### config.mk
export PLATFORM = sky130hd
export DESIGN_NAME = wtu_regs
export DESIGN_NICKNAME = d
export VERILOG_FILES = /design/src/pkg/wtu_pkg.sv /design/src/hdl/wtu_id_rom.sv /design/src/hdl/wtu_sleep_ctr.sv /design/src/hdl/wtu_regs.sv
export VERILOG_INCLUDE_DIRS = /design/src /design/src/pkg
export SDC_FILE = /design/constraint.sdc
export NUM_CORES = 1
export LEC_CHECK = 0
export BUFFER_PORTS_ARGS = -buffer_cell sky130_fd_sc_hd__buf_2
export CAP_MARGIN = 20
export CORE_MARGIN = 4
export CORE_UTILIZATION = 37
export CTS_BUF_LIST = sky130_fd_sc_hd__clkbuf_8
export CTS_CLUSTER_SIZE = 28
export DETAILED_ROUTE_END_ITERATION = 12
export PLACE_DENSITY = 0.82
export SYNTH_ARGS = -nofsm -noshare
export SYNTH_HDL_FRONTEND = slang
export SYNTH_SLANG_ARGS = --single-unit
### constraint.sdc
create_clock -name ref_clk -period 2.33 [get_ports ref_clk]
set_input_delay 0.466 -clock ref_clk [delete_from_list [all_inputs] [get_ports ref_clk]]
set_output_delay 0.466 -clock ref_clk [all_outputs]
set_load 0.01 [all_outputs]
### src/pkg/wtu_params.svh
// constants for the watch-trace id words and sleep counter block
// assumes inclusion by bare name from design and testbench files
`ifndef WTU_PARAMS_SVH
`define WTU_PARAMS_SVH

// register byte addresses
`define WTU_ADDR_SLEEP 32'he0001010
`define WTU_ADDR_PID4 32'he0001fd0
`define WTU_ADDR_PID5 32'he0001fd4
`define WTU_ADDR_PID6 32'he0001fd8
`define WTU_ADDR_PID7 32'he0001fdc
`define WTU_ADDR_PID1 32'he0001fe4
`define WTU_ADDR_PID2 32'he0001fe8
`define WTU_ADDR_PID3 32'he0001fec

// field positions
`define WTU_SLEEP_MSB 7
`define WTU_HI_NIB_LSB 4
`define WTU_JEDEC_BIT 3

// id field values, arbitrary neutral choices
`define WTU_PART_HI 4'h0
`define WTU_DES_HI 3'h0
`define WTU_DES_CONT 4'h0
`define WTU_REVISION 4'h0
`define WTU_MINOR_REV 4'h0
`define WTU_CUST_MOD 4'h0
`define WTU_SIZE_4K 4'h0

// reset value chosen for the counter although software must not rely on it
`define WTU_SLEEP_RST 8'h00

`endif

### src/pkg/wtu_pkg.sv
// types shared by the watch-trace id and sleep counter block
// assumes wtu_params.svh is on the include path
package wtu_pkg;

    // register bus request from the core
    typedef struct packed {
        logic        sel;
        logic        wr;
        logic        priv;
        logic        dbg;
        logic [31:0] addr;
        logic [31:0] wdata;
    } wtu_req_s;

    // processor activity seen by the counter
    typedef struct packed {
        logic instr_exec;
        logic lsu_busy;
        logic exc_busy;
        logic power_save;
        logic deep_sleep_select;
        logic nonsecure;
        logic sec_nid_allowed;
        logic nid_allowed;
    } wtu_core_s;

    // counter engine states
    typedef enum logic [1:0] {
        WTU_IDLE = 2'b01,
        WTU_RUN  = 2'b10
    } wtu_state_e;

endpackage

### src/hdl/wtu_id_rom.sv
// peripheral identification word lookup
// assumes a registered caller; read data leave this module from a flop
`timescale 1ns/1ps
`default_nettype none
`include "wtu_params.svh"

module wtu_id_rom
    import wtu_pkg::*;
(
    // clock and reset
    input wire logic ref_clk,
    input wire logic rst_n,
    // lookup
    input wire logic [31:0] addr,
    input wire logic id_present,
    output logic [31:0] id_word_q
);

    logic [31:0] id_word_d; // selected word before the flop

    // reserved bits 31:8 stay zero in every word
    always_comb begin
        id_word_d = 32'h0;
        if (id_present) begin
            unique case (addr)
                `WTU_ADDR_PID1: id_word_d[3:0] = `WTU_PART_HI;
                `WTU_ADDR_PID2: id_word_d[7:0] = {`WTU_REVISION, 1'b1,
                    `WTU_DES_HI};
                `WTU_ADDR_PID3: id_word_d[7:0] = {`WTU_MINOR_REV,
                    `WTU_CUST_MOD};
                `WTU_ADDR_PID4: id_word_d[7:0] = {`WTU_SIZE_4K,
                    `WTU_DES_CONT};
                default: id_word_d = 32'h0; // words 5 to 7 are all zero
            endcase
        end
    end

    // registered read data
    always_ff @(posedge ref_clk) begin
        if (!rst_n) begin
            id_word_q <= 32'h0;
        end else begin
            id_word_q <= id_word_d;
        end
    end

endmodule
`default_nettype wire

### src/hdl/wtu_sleep_ctr.sv
// eight bit sleep cycle counter with overflow pulse
// assumes qualifying conditions are synchronous to ref_clk
`timescale 1ns/1ps
`default_nettype none
`include "wtu_params.svh"

module wtu_sleep_ctr
    import wtu_pkg::*;
(
    // clock and reset
    input wire logic ref_clk,
    input wire logic rst_n,
    // control
    input wire logic count_en,
    input wire logic clear,
    input wire logic load,
    input wire logic [7:0] load_val,
    // state
    output logic [7:0] count_q,
    output logic overflow_q
);

    logic [7:0] count_d; // next count
    wire wrap = count_en && (count_q == 8'hff); // all ones about to roll

    // clear wins, then a software load, then counting
    always_comb begin
        count_d = count_q;
        if (clear) begin
            count_d = 8'h00;
        end else if (load) begin
            count_d = load_val;
        end else if (count_en) begin
            count_d = count_q + 8'h01;
        end
    end

    // counter and overflow event flops
    always_ff @(posedge ref_clk) begin
        if (!rst_n) begin
            count_q <= `WTU_SLEEP_RST;
            overflow_q <= 1'b0;
        end else begin
            count_q <= count_d;
            overflow_q <= wrap && !clear && !load;
        end
    end

    a_wrap_to_zero: assert property (@(posedge ref_clk) disable iff (!rst_n)
        (count_en && !clear && !load && count_q == 8'hff)
        |=> (count_q == 8'h00 && overflow_q))
        else $error("counter did not wrap with overflow");

    a_hold_when_idle: assert property (@(posedge ref_clk) disable iff (!rst_n)
        (!count_en && !clear && !load) |=> $stable(count_q))
        else $error("counter moved without enable");

endmodule
`default_nettype wire

### src/hdl/wtu_regs.sv
// register bank: id words 1 to 7 and the sleep cycle counter
// assumes one request per cycle, word accesses only, inputs synchronous

`timescale 1ns/1ps
`default_nettype none
`include "wtu_params.svh"

module wtu_regs
    import wtu_pkg::*;
#(
    parameter bit MAIN_EXT = 1'b1,
    parameter bit ID_IMPL = 1'b1,
    parameter bit ID_DEBUG_ONLY = 1'b0,
    parameter bit COUNT_IN_DEEP = 1'b1
)(
    // clock and reset
    input wire logic ref_clk,
    input wire logic rst_n,
    // register request
    input wire wtu_req_s req,
    output logic ack_q,
    output logic bus_fault_a_q,
    output logic [31:0] rdata_q,
    // control bits held elsewhere in the trace unit
    input wire logic sleep_event_enable,
    input wire logic sleep_event_enable_wr,
    input wire logic global_trace_enable,
    input wire logic no_profile_counters,
    // processor activity
    input wire wtu_core_s core,
    // trace output
    output logic event_packet_q
);

    // decode; every register has one copy regardless of security
    function automatic logic is_id(input logic [31:0] a);
        return (a[31:6] == `WTU_ADDR_PID4 >> 6) && (a[5:4] != 2'b00) ||
            (a == `WTU_ADDR_PID4) || (a == `WTU_ADDR_PID5) ||
            (a == `WTU_ADDR_PID6) || (a == `WTU_ADDR_PID7);
    endfunction

    wire hit_sleep = req.addr == `WTU_ADDR_SLEEP;
    wire hit_id = (req.addr == `WTU_ADDR_PID1) ||
        (req.addr == `WTU_ADDR_PID2) || (req.addr == `WTU_ADDR_PID3) ||
        is_id(req.addr) && (req.addr[3:0] == 4'h0 ||
        req.addr[3:0] == 4'h4 || req.addr[3:0] == 4'h8 ||
        req.addr[3:0] == 4'hc) && req.addr[11:8] == 4'hf &&
        (req.addr[7:4] == 4'hd);
    wire fault = req.sel && !req.priv && !req.dbg;
    wire take = req.sel && !fault;

    // without main extension the id words may be hidden from software
    wire id_visible = ID_IMPL && (MAIN_EXT || !ID_DEBUG_ONLY ||
        req.dbg);
    // counter exists with main extension and profiling counters
    wire ctr_present = MAIN_EXT && !no_profile_counters;

    // counting qualifiers
    wire enabled = sleep_event_enable && global_trace_enable;
    wire idle = !core.instr_exec && !core.lsu_busy &&
        !core.exc_busy;
    wire sleeping = core.power_save &&
        (COUNT_IN_DEEP || !core.deep_sleep_select);
    wire observe = core.sec_nid_allowed ||
        (core.nonsecure && core.nid_allowed);
    wire count_en = ctr_present && enabled && idle && sleeping && observe;

    // enable written with one while the enable bit was clear and global trace enable was set
    wire restart = sleep_event_enable_wr && !enabled &&
        global_trace_enable;
    wire sw_load = take && req.wr && hit_sleep && ctr_present;

    logic [7:0] count_q; // live count
    logic [31:0] id_word_q; // registered id lookup
    logic ctr_rd_q; // last read was the counter
    logic [7:0] ctr_snap_q; // counter value at read time
    wtu_state_e state_q; // engine state
    wtu_state_e state_d;

    // id lookup, registered
    wtu_id_rom u_rom (
        .ref_clk(ref_clk),
        .rst_n(rst_n),
        .addr(req.addr),
        .id_present(id_visible && hit_id),
        .id_word_q(id_word_q)
    );

    // counter engine
    wtu_sleep_ctr u_ctr (
        .ref_clk(ref_clk),
        .rst_n(rst_n),
        .count_en(count_en),
        .clear(restart),
        .load(sw_load),
        .load_val(req.wdata[`WTU_SLEEP_MSB:0]),
        .count_q(count_q),
        .overflow_q(event_packet_q)
    );

    // state follows whether counting is armed
    always_comb begin
        unique case (state_q)
            WTU_IDLE: state_d = enabled ? WTU_RUN : WTU_IDLE;
            WTU_RUN: state_d = enabled ? WTU_RUN : WTU_IDLE;
            default: state_d = WTU_IDLE;
        endcase
    end

    // bus answer one cycle after the request
    always_ff @(posedge ref_clk) begin
        if (!rst_n) begin
            ack_q <= 1'b0;
            bus_fault_a_q <= 1'b0;
            ctr_rd_q <= 1'b0;
            ctr_snap_q <= 8'h00;
            state_q <= WTU_IDLE;
        end else begin
            ack_q <= take;
            bus_fault_a_q <= fault;
            ctr_rd_q <= take && !req.wr && hit_sleep && ctr_present;
            ctr_snap_q <= count_q;
            state_q <= state_d;
        end
    end

    // read data mux; unmapped and reserved read zero
    always_comb begin
        rdata_q = 32'h0;
        if (ctr_rd_q) begin
            rdata_q = {24'h0, ctr_snap_q};
        end else if (ack_q) begin
            rdata_q = id_word_q;
        end
    end

    a_fault_unpriv: assert property (@(posedge ref_clk) disable iff (!rst_n)
        (req.sel && !req.priv && !req.dbg) |=> (bus_fault_a_q && !ack_q))
        else $error("unprivileged access not faulted");

    a_no_count_busy: assert property (@(posedge ref_clk) disable iff (!rst_n)
        (core.instr_exec || core.lsu_busy || core.exc_busy) |-> !count_en)
        else $error("counting while core busy");

    a_awake_no_count: assert property (@(posedge ref_clk) disable iff (!rst_n)
        (!core.power_save && !restart && !sw_load) |=> $stable(count_q))
        else $error("counter moved while awake");

    a_debug_gate: assert property (@(posedge ref_clk) disable iff (!rst_n)
        (!core.sec_nid_allowed && !(core.nonsecure && core.nid_allowed))
        |-> !count_en) else $error("counting while debug barred");

    a_enable_gate: assert property (@(posedge ref_clk) disable iff (!rst_n)
        (!sleep_event_enable || !global_trace_enable) |-> !count_en)
        else $error("counting while disabled");

    a_restart_clear: assert property (@(posedge ref_clk) disable iff (!rst_n)
        restart |=> count_q == 8'h00) else $error("restart not clear");

    a_absent_zero: assert property (@(posedge ref_clk) disable iff (!rst_n)
        no_profile_counters |-> !count_en)
        else $error("counting without profiling counters");

    a_count_step: assert property (@(posedge ref_clk) disable iff (!rst_n)
        (count_en && !restart && !sw_load) |=>
        count_q == $past(count_q) + 8'h01) else $error("bad step");

endmodule
`default_nettype wire

==> reports/results.ini, run 1 <==
[setup_path]
required_ns = 2.49
crit_path_start = req[59]
regToRegSetupSlack_ns = 0.91
max_stage_delay_ns = 0.53
crit_arrival_ns = 2.00
cp_max_fo = 17
worstSetupPathType = in -> reg
crit_slowest_cell = or4_1
endpoint_kind = flip-flop
reg2reg_from = u_ctr.count_q[2]
path_cells = buf_2, nor4bb_1, nand4_1, or4_1, buf_4, o211a_1
crit_path_start_kind = input port

[run_status]
status = finished clean

[route]
drt_iter0_markers = 19
drc = 0
vias_per_cell = 4.38
wl_per_cell_um = 11.2
drtAntennaViolNets = 0
wirelength_um = 2770
vias = 1087
drt-pass1-iter-count = 4

[clock_network]
numCtsBuffers = 3
cts_tree = built
htreeDepth = 1
cts_resized = 0
clk_pin_slew_ns = 0.07
clock-sinks = 21
cts-root-buf = clkbuf_8
cts_setup_buffers = 0
clk-insertion-delay-late_ns = 0.26
clockBufferDepth = 2
hold_buffers = 0

[sta]
timing.final.crit_period_ns = 1.84
setup_viol = 0
fmax_ghz = 0.542
fin_skew_ns = 0.000630
final_hold_viol_count = 0
min_period_over_period_pct = 79.2
fin_setup_tns_ns = 0
whs_ns = 0.378
drv_slew = 0
grt_setup_unrepaired = false

[logic_synthesis]
synth_xor_area_share_pct = 5.10
syn_inst = 137
synth_top_family_by_area = simple AND/OR/NAND/NOR gates
synth_seq_area_share_pct = 35.0
yosysWarningCount = 0
ys_async_sr_fraction_pct = 0
synth_fa_ha_area_share_pct = 1.04
synth.distinct_cells = 33
synth-simple-area-share_pct = 32.9
ys.flop_type = dfxtp_1
synth_edf_count = 0
synth_compound_area_share_pct = 7.81
netlist_area_um2 = 1200
syn_avg_cell_area_um2 = 8.77
synth_mux_area_share_pct = 0.833
synth_seq_cells = 21

[power]
switching_share_pct = 23.4
p_per_area_nw_per_um2 = 446
clockPowerShare_pct = 33.0
power.share.sequential_pct = 53.0
comb_power_share_pct = 14.0
ir_worst_vdd_mv = 0.182
p_leak_nw = 0.738
switching_power_mw = 0.160
cell_internal_pwr_mw = 0.521

[floorplan]
initial_core_util_pct = 39.0
die_y_um = 65.0
die_w_um = 65.0
die_area_um2 = 4220
core_region_area_um2 = 3080
rows = 20
io_pins = 117

[global_routing]
grtUsageTotal_pct = 12.5
grt_pass1_wl_um = 3990
grt_overflow = 0
first_global_vias = 934
antenna_found_initial = 0
grt_max_degree = 18

[place]
place_congestion = 0.818
dp_hpwl_um = 2380
portBuffers = 67

[layout]
antennaDiodeCount = 0
area_delta_synth_final_pct = 27.1
drive_above_1_share_pct = 37.3
final_nets = 288

[job]
maxCapViolCount = 0

[hold_path]
hold_class = in -> reg
min-delay-start = req[65]

[flip-flops by register name, summed over array words and instances (netlist names)]
signal            count
u_rom.id_word_q       1
u_ctr.overflow_q      1
ack_q                 1
bus_fault_a_q         1
ctr_rd_q              1
ctr_snap_q            8
u_ctr.count_q         8
[through the flow]
| stage | util (%) | setup WS, ns | instance area [um^2] | power, mW | cells |
|---|---|---|---|---|---|
| detailed placement | 48.1 | 0.214 | 1480 | 0.463 | 244 |
| global placement | 48.1 | 0.211 | 1480 | 0.461 | 244 |
| CTS | 49.6 | 0.490 | 1530 | 0.690 | 248 |
| finish | 49.6 | 0.485 | 1530 | 0.681 | 248 |
| floorplan | - | 0.383 | 1290 | 0.437 | 160 |
| global route | 49.6 | 0.396 | 1530 | 0.713 | 248 |
[cells in the mapped netlist (all sizes together), types with 2 or more instances]
library cell  instances  area (um^2)
clkbuf                2         7.51
nor4                  6         52.6
nand4                 4         25.0
o21ai                 7         35.0
xor2                  6         52.6
or4                   2         15.0
buf                  26          196
and2                 16          100
a21oi                 7         38.8
nand2                13         48.8
nor2                  4         15.0
nand4b                3         26.3
nor3                  2         10.0
dfxtp                21          420
o211a                 2         20.0
nand3                 2         10.0
nor4b                 4         41.3
[critical path, delay by kind of cell]
| family | cells | cell delay [ns] |
|---|---|---|
| buf+inv | 2 | 0.29 |
| simple gates | 3 | 1.03 |
| compound gates | 1 | 0.21 |
[path summary, 6_finish.rpt]
check / endpoint / depth (start not counted)
min: bus_fault_a_q / 2
min reg2reg: u_ctr.overflow_q / 2
max: u_ctr.count_q[1] / 6
max reg2reg: u_ctr.count_q[3] / 4
[power by group through the flow]
stage               clock, mW  combinational [mW]  sequential [mW]
floorplan                   0              0.0673            0.370
global placement            0              0.0919            0.369
detailed placement          0              0.0940            0.369
CTS                     0.235              0.0943            0.361
global route            0.247               0.105            0.361
finish                  0.225              0.0951            0.361
[layout by cell type, fill, tap and decap left out, drive strengths merged, types with 4 or more instances in the layout]
cell type,Yosys,routed
a21oi,7,7
and2,16,16
buf,26,68
conb,1,24
dfxtp,21,21
nand2,13,13
nand4,4,4
nor2,4,4
nor4,6,6
nor4b,4,4
o21ai,7,7
xor2,6,6
[logic make-up after synthesis]
kind of cell / Yosys count
fa+ha+maj: 1
flops: 21
buf+inv: 28
mux: 1
other cells: 1
xor+xnor: 7
simple gates: 62
compound gates: 16
[cell type report]
class                   count  area, um^2
flip-flops and latches     21         420
well taps                  44        55.1
clock inverters             1        3.75
fillers                   312        1550
multi-input cells         111         663
clock buffers               3        41.3
repair buffers             68         343
[per-layer routing]
metal | up-vias | GRT usage [%] | routed length, um
li1 | 566 | - | -
met3 | 4 | 3.47 | 246
met2 | 45 | 20.4 | 1330
met1 | 472 | 14.3 | 1130
met4 | 0 | 7.92 | 61
met5 | - | 0 | 0
Power figures use the tool's default switching activity.
==> inputs of run 2 (changes only) <==
==> constraint.sdc (replaced) <==
create_clock -name ref_clk -period 1.83 [get_ports ref_clk]
set_input_delay 0.366 -clock ref_clk [delete_from_list [all_inputs] [get_ports ref_clk]]
set_output_delay 0.366 -clock ref_clk [all_outputs]
set_load 0.01 [all_outputs]
==> run 2 against run 1 <==
Effect of this change: hold slack lost 0.095 ns; setup slack worse by 0.37 ns; clock power rose by 26%; clock skew increased by 0.0030 ns; routed wire length is 3.3% lower; cell count rose by 0.81%; largest power group unchanged.
==> reports/results.ini, run 2 (same netlist as run 1, synthesis figures left out) <==
[layout]
antennaDiodeCount = 0
final_common_cell = buf_2
drive_above_1_share_pct = 38.3
design_area_um2 = 1550
fin_util_pct = 50.3
final_nets = 290
fin_cells = 250
reg_top3 = ctr_snap_q: 8 flops, u_ctr.count_q: 8 flops
final_cell_mix = buf_2, conb_1, dfxtp_1, and2_1, nand2_1
area_delta_synth_final_pct = 28.9

[clock_network]
clock-sinks = 21
clk_pin_slew_ns = 0.07
cts_tree = built
hold_buffers = 0
clk-insertion-delay-late_ns = 0.25
cts_resized = 0
clockBufferDepth = 2
htreeDepth = 1
cts-root-buf = clkbuf_8
cts_setup_buffers = 0
numCtsBuffers = 3

[route]
wl_per_cell_um = 10.7
drt_iter0_markers = 16
drtAntennaViolNets = 0
vias = 1085
wirelength_um = 2680
vias_per_cell = 4.34
drt-pass1-iter-count = 4
drc = 0

[setup_path]
required_ns = 2.02
crit_arrival_ns = 1.91
endpoint_kind = flip-flop
worstSetupPathType = in -> reg
crit_path_start_kind = input port
cp_max_fo = 5
regToRegSetupSlack_ns = 0.42

[floorplan]
die_area_um2 = 4220
initial_core_util_pct = 39.0
die_w_um = 65.0
die_y_um = 65.0
core_region_area_um2 = 3080
rows = 20
io_pins = 117

[place]
dp_hpwl_um = 2340
placed_cell_area_um2 = 1500
portBuffers = 67
dpl_worst_slack_ns = -0.158
place_inst = 246
place_congestion = 0.876

[sta]
drv_slew = 0
setup_viol = 0
layout_setup_ws_ns = 0.116
timing.final.crit_period_ns = 1.71
grt_setup_unrepaired = false
fin_skew_ns = 0.00368
min_period_over_period_pct = 93.7
final_hold_viol_count = 0
fmax_ghz = 0.583

[global_routing]
grt_overflow = 0
grt_max_degree = 18
first_global_vias = 1022
grtUsageTotal_pct = 12.7
grt_pass1_wl_um = 4190
antenna_found_initial = 0

[hold_path]
hold_class = in -> reg

[power]
p_leak_nw = 0.749
fin_total_pwr_mw = 0.864
p_per_area_nw_per_um2 = 558
ir_worst_vdd_mv = 0.213

[job]
maxCapViolCount = 0

[run_status]
status = finished clean

-- run 2: changes by cell type in the layout (fill, tap and decap cells not counted) --
cell     before  now
buf_4         1    3
nor4b_2       1    2
nor4b_1       3    2
-- run 2: area by class of cell --
type | count | area, um^2
fillers | 329 | 1530
multi-input cells | 111 | 669
flip-flops and latches | 21 | 420
repair buffers | 70 | 358
well taps | 44 | 55.1
clock buffers | 3 | 41.3
clock inverters | 1 | 3.75
-- run 2: path summary, 6_finish.rpt --
check        cells after the start           startpoint                to
max                              6  no_profile_counters  u_ctr.count_q[7]
min                              2              req[65]     bus_fault_a_q
max reg2reg                      4     u_ctr.count_q[2]  u_ctr.count_q[3]
min reg2reg                      2     u_ctr.count_q[7]  u_ctr.overflow_q
-- run 2: critical path: stages --
cell	delay, ns
buf_2	0.11
or4b_4	0.57
nor4_4	0.40
nand3_1	0.16
xor2_1	0.17
a21oi_1	0.13
-- run 2: per-stage QoR --
stage | setup TNS (ns) | hold WS [ns]
after detailed placement | -1.12 | 0.476
after floorplan | 0 | 0.443
final | 0 | 0.283
after global routing | 0 | 0.280
after global placement | -1.01 | 0.470
after CTS | 0 | 0.275
-- run 2: power by group --
| part | total (mW) | internal, mW | switching, mW | leakage (nW) |
|---|---|---|---|---|
| sequential | 0.459 | 0.459 | 0.000682 | 0.169 |
| combinational | 0.121 | 0.0572 | 0.0642 | 0.553 |
| clock | 0.284 | 0.149 | 0.135 | 0.0269 |
-- run 2: layer usage --
metal	part of all wire, %	vias to the layer above	global-route usage [%]	wire [um]
met2	49	38	21.5	1320
met3	7.7	5	2.43	206
met1	40	470	14.6	1080
met5	0	-	0	0
met4	2.5	0	7.92	66
li1	-	572	-	-
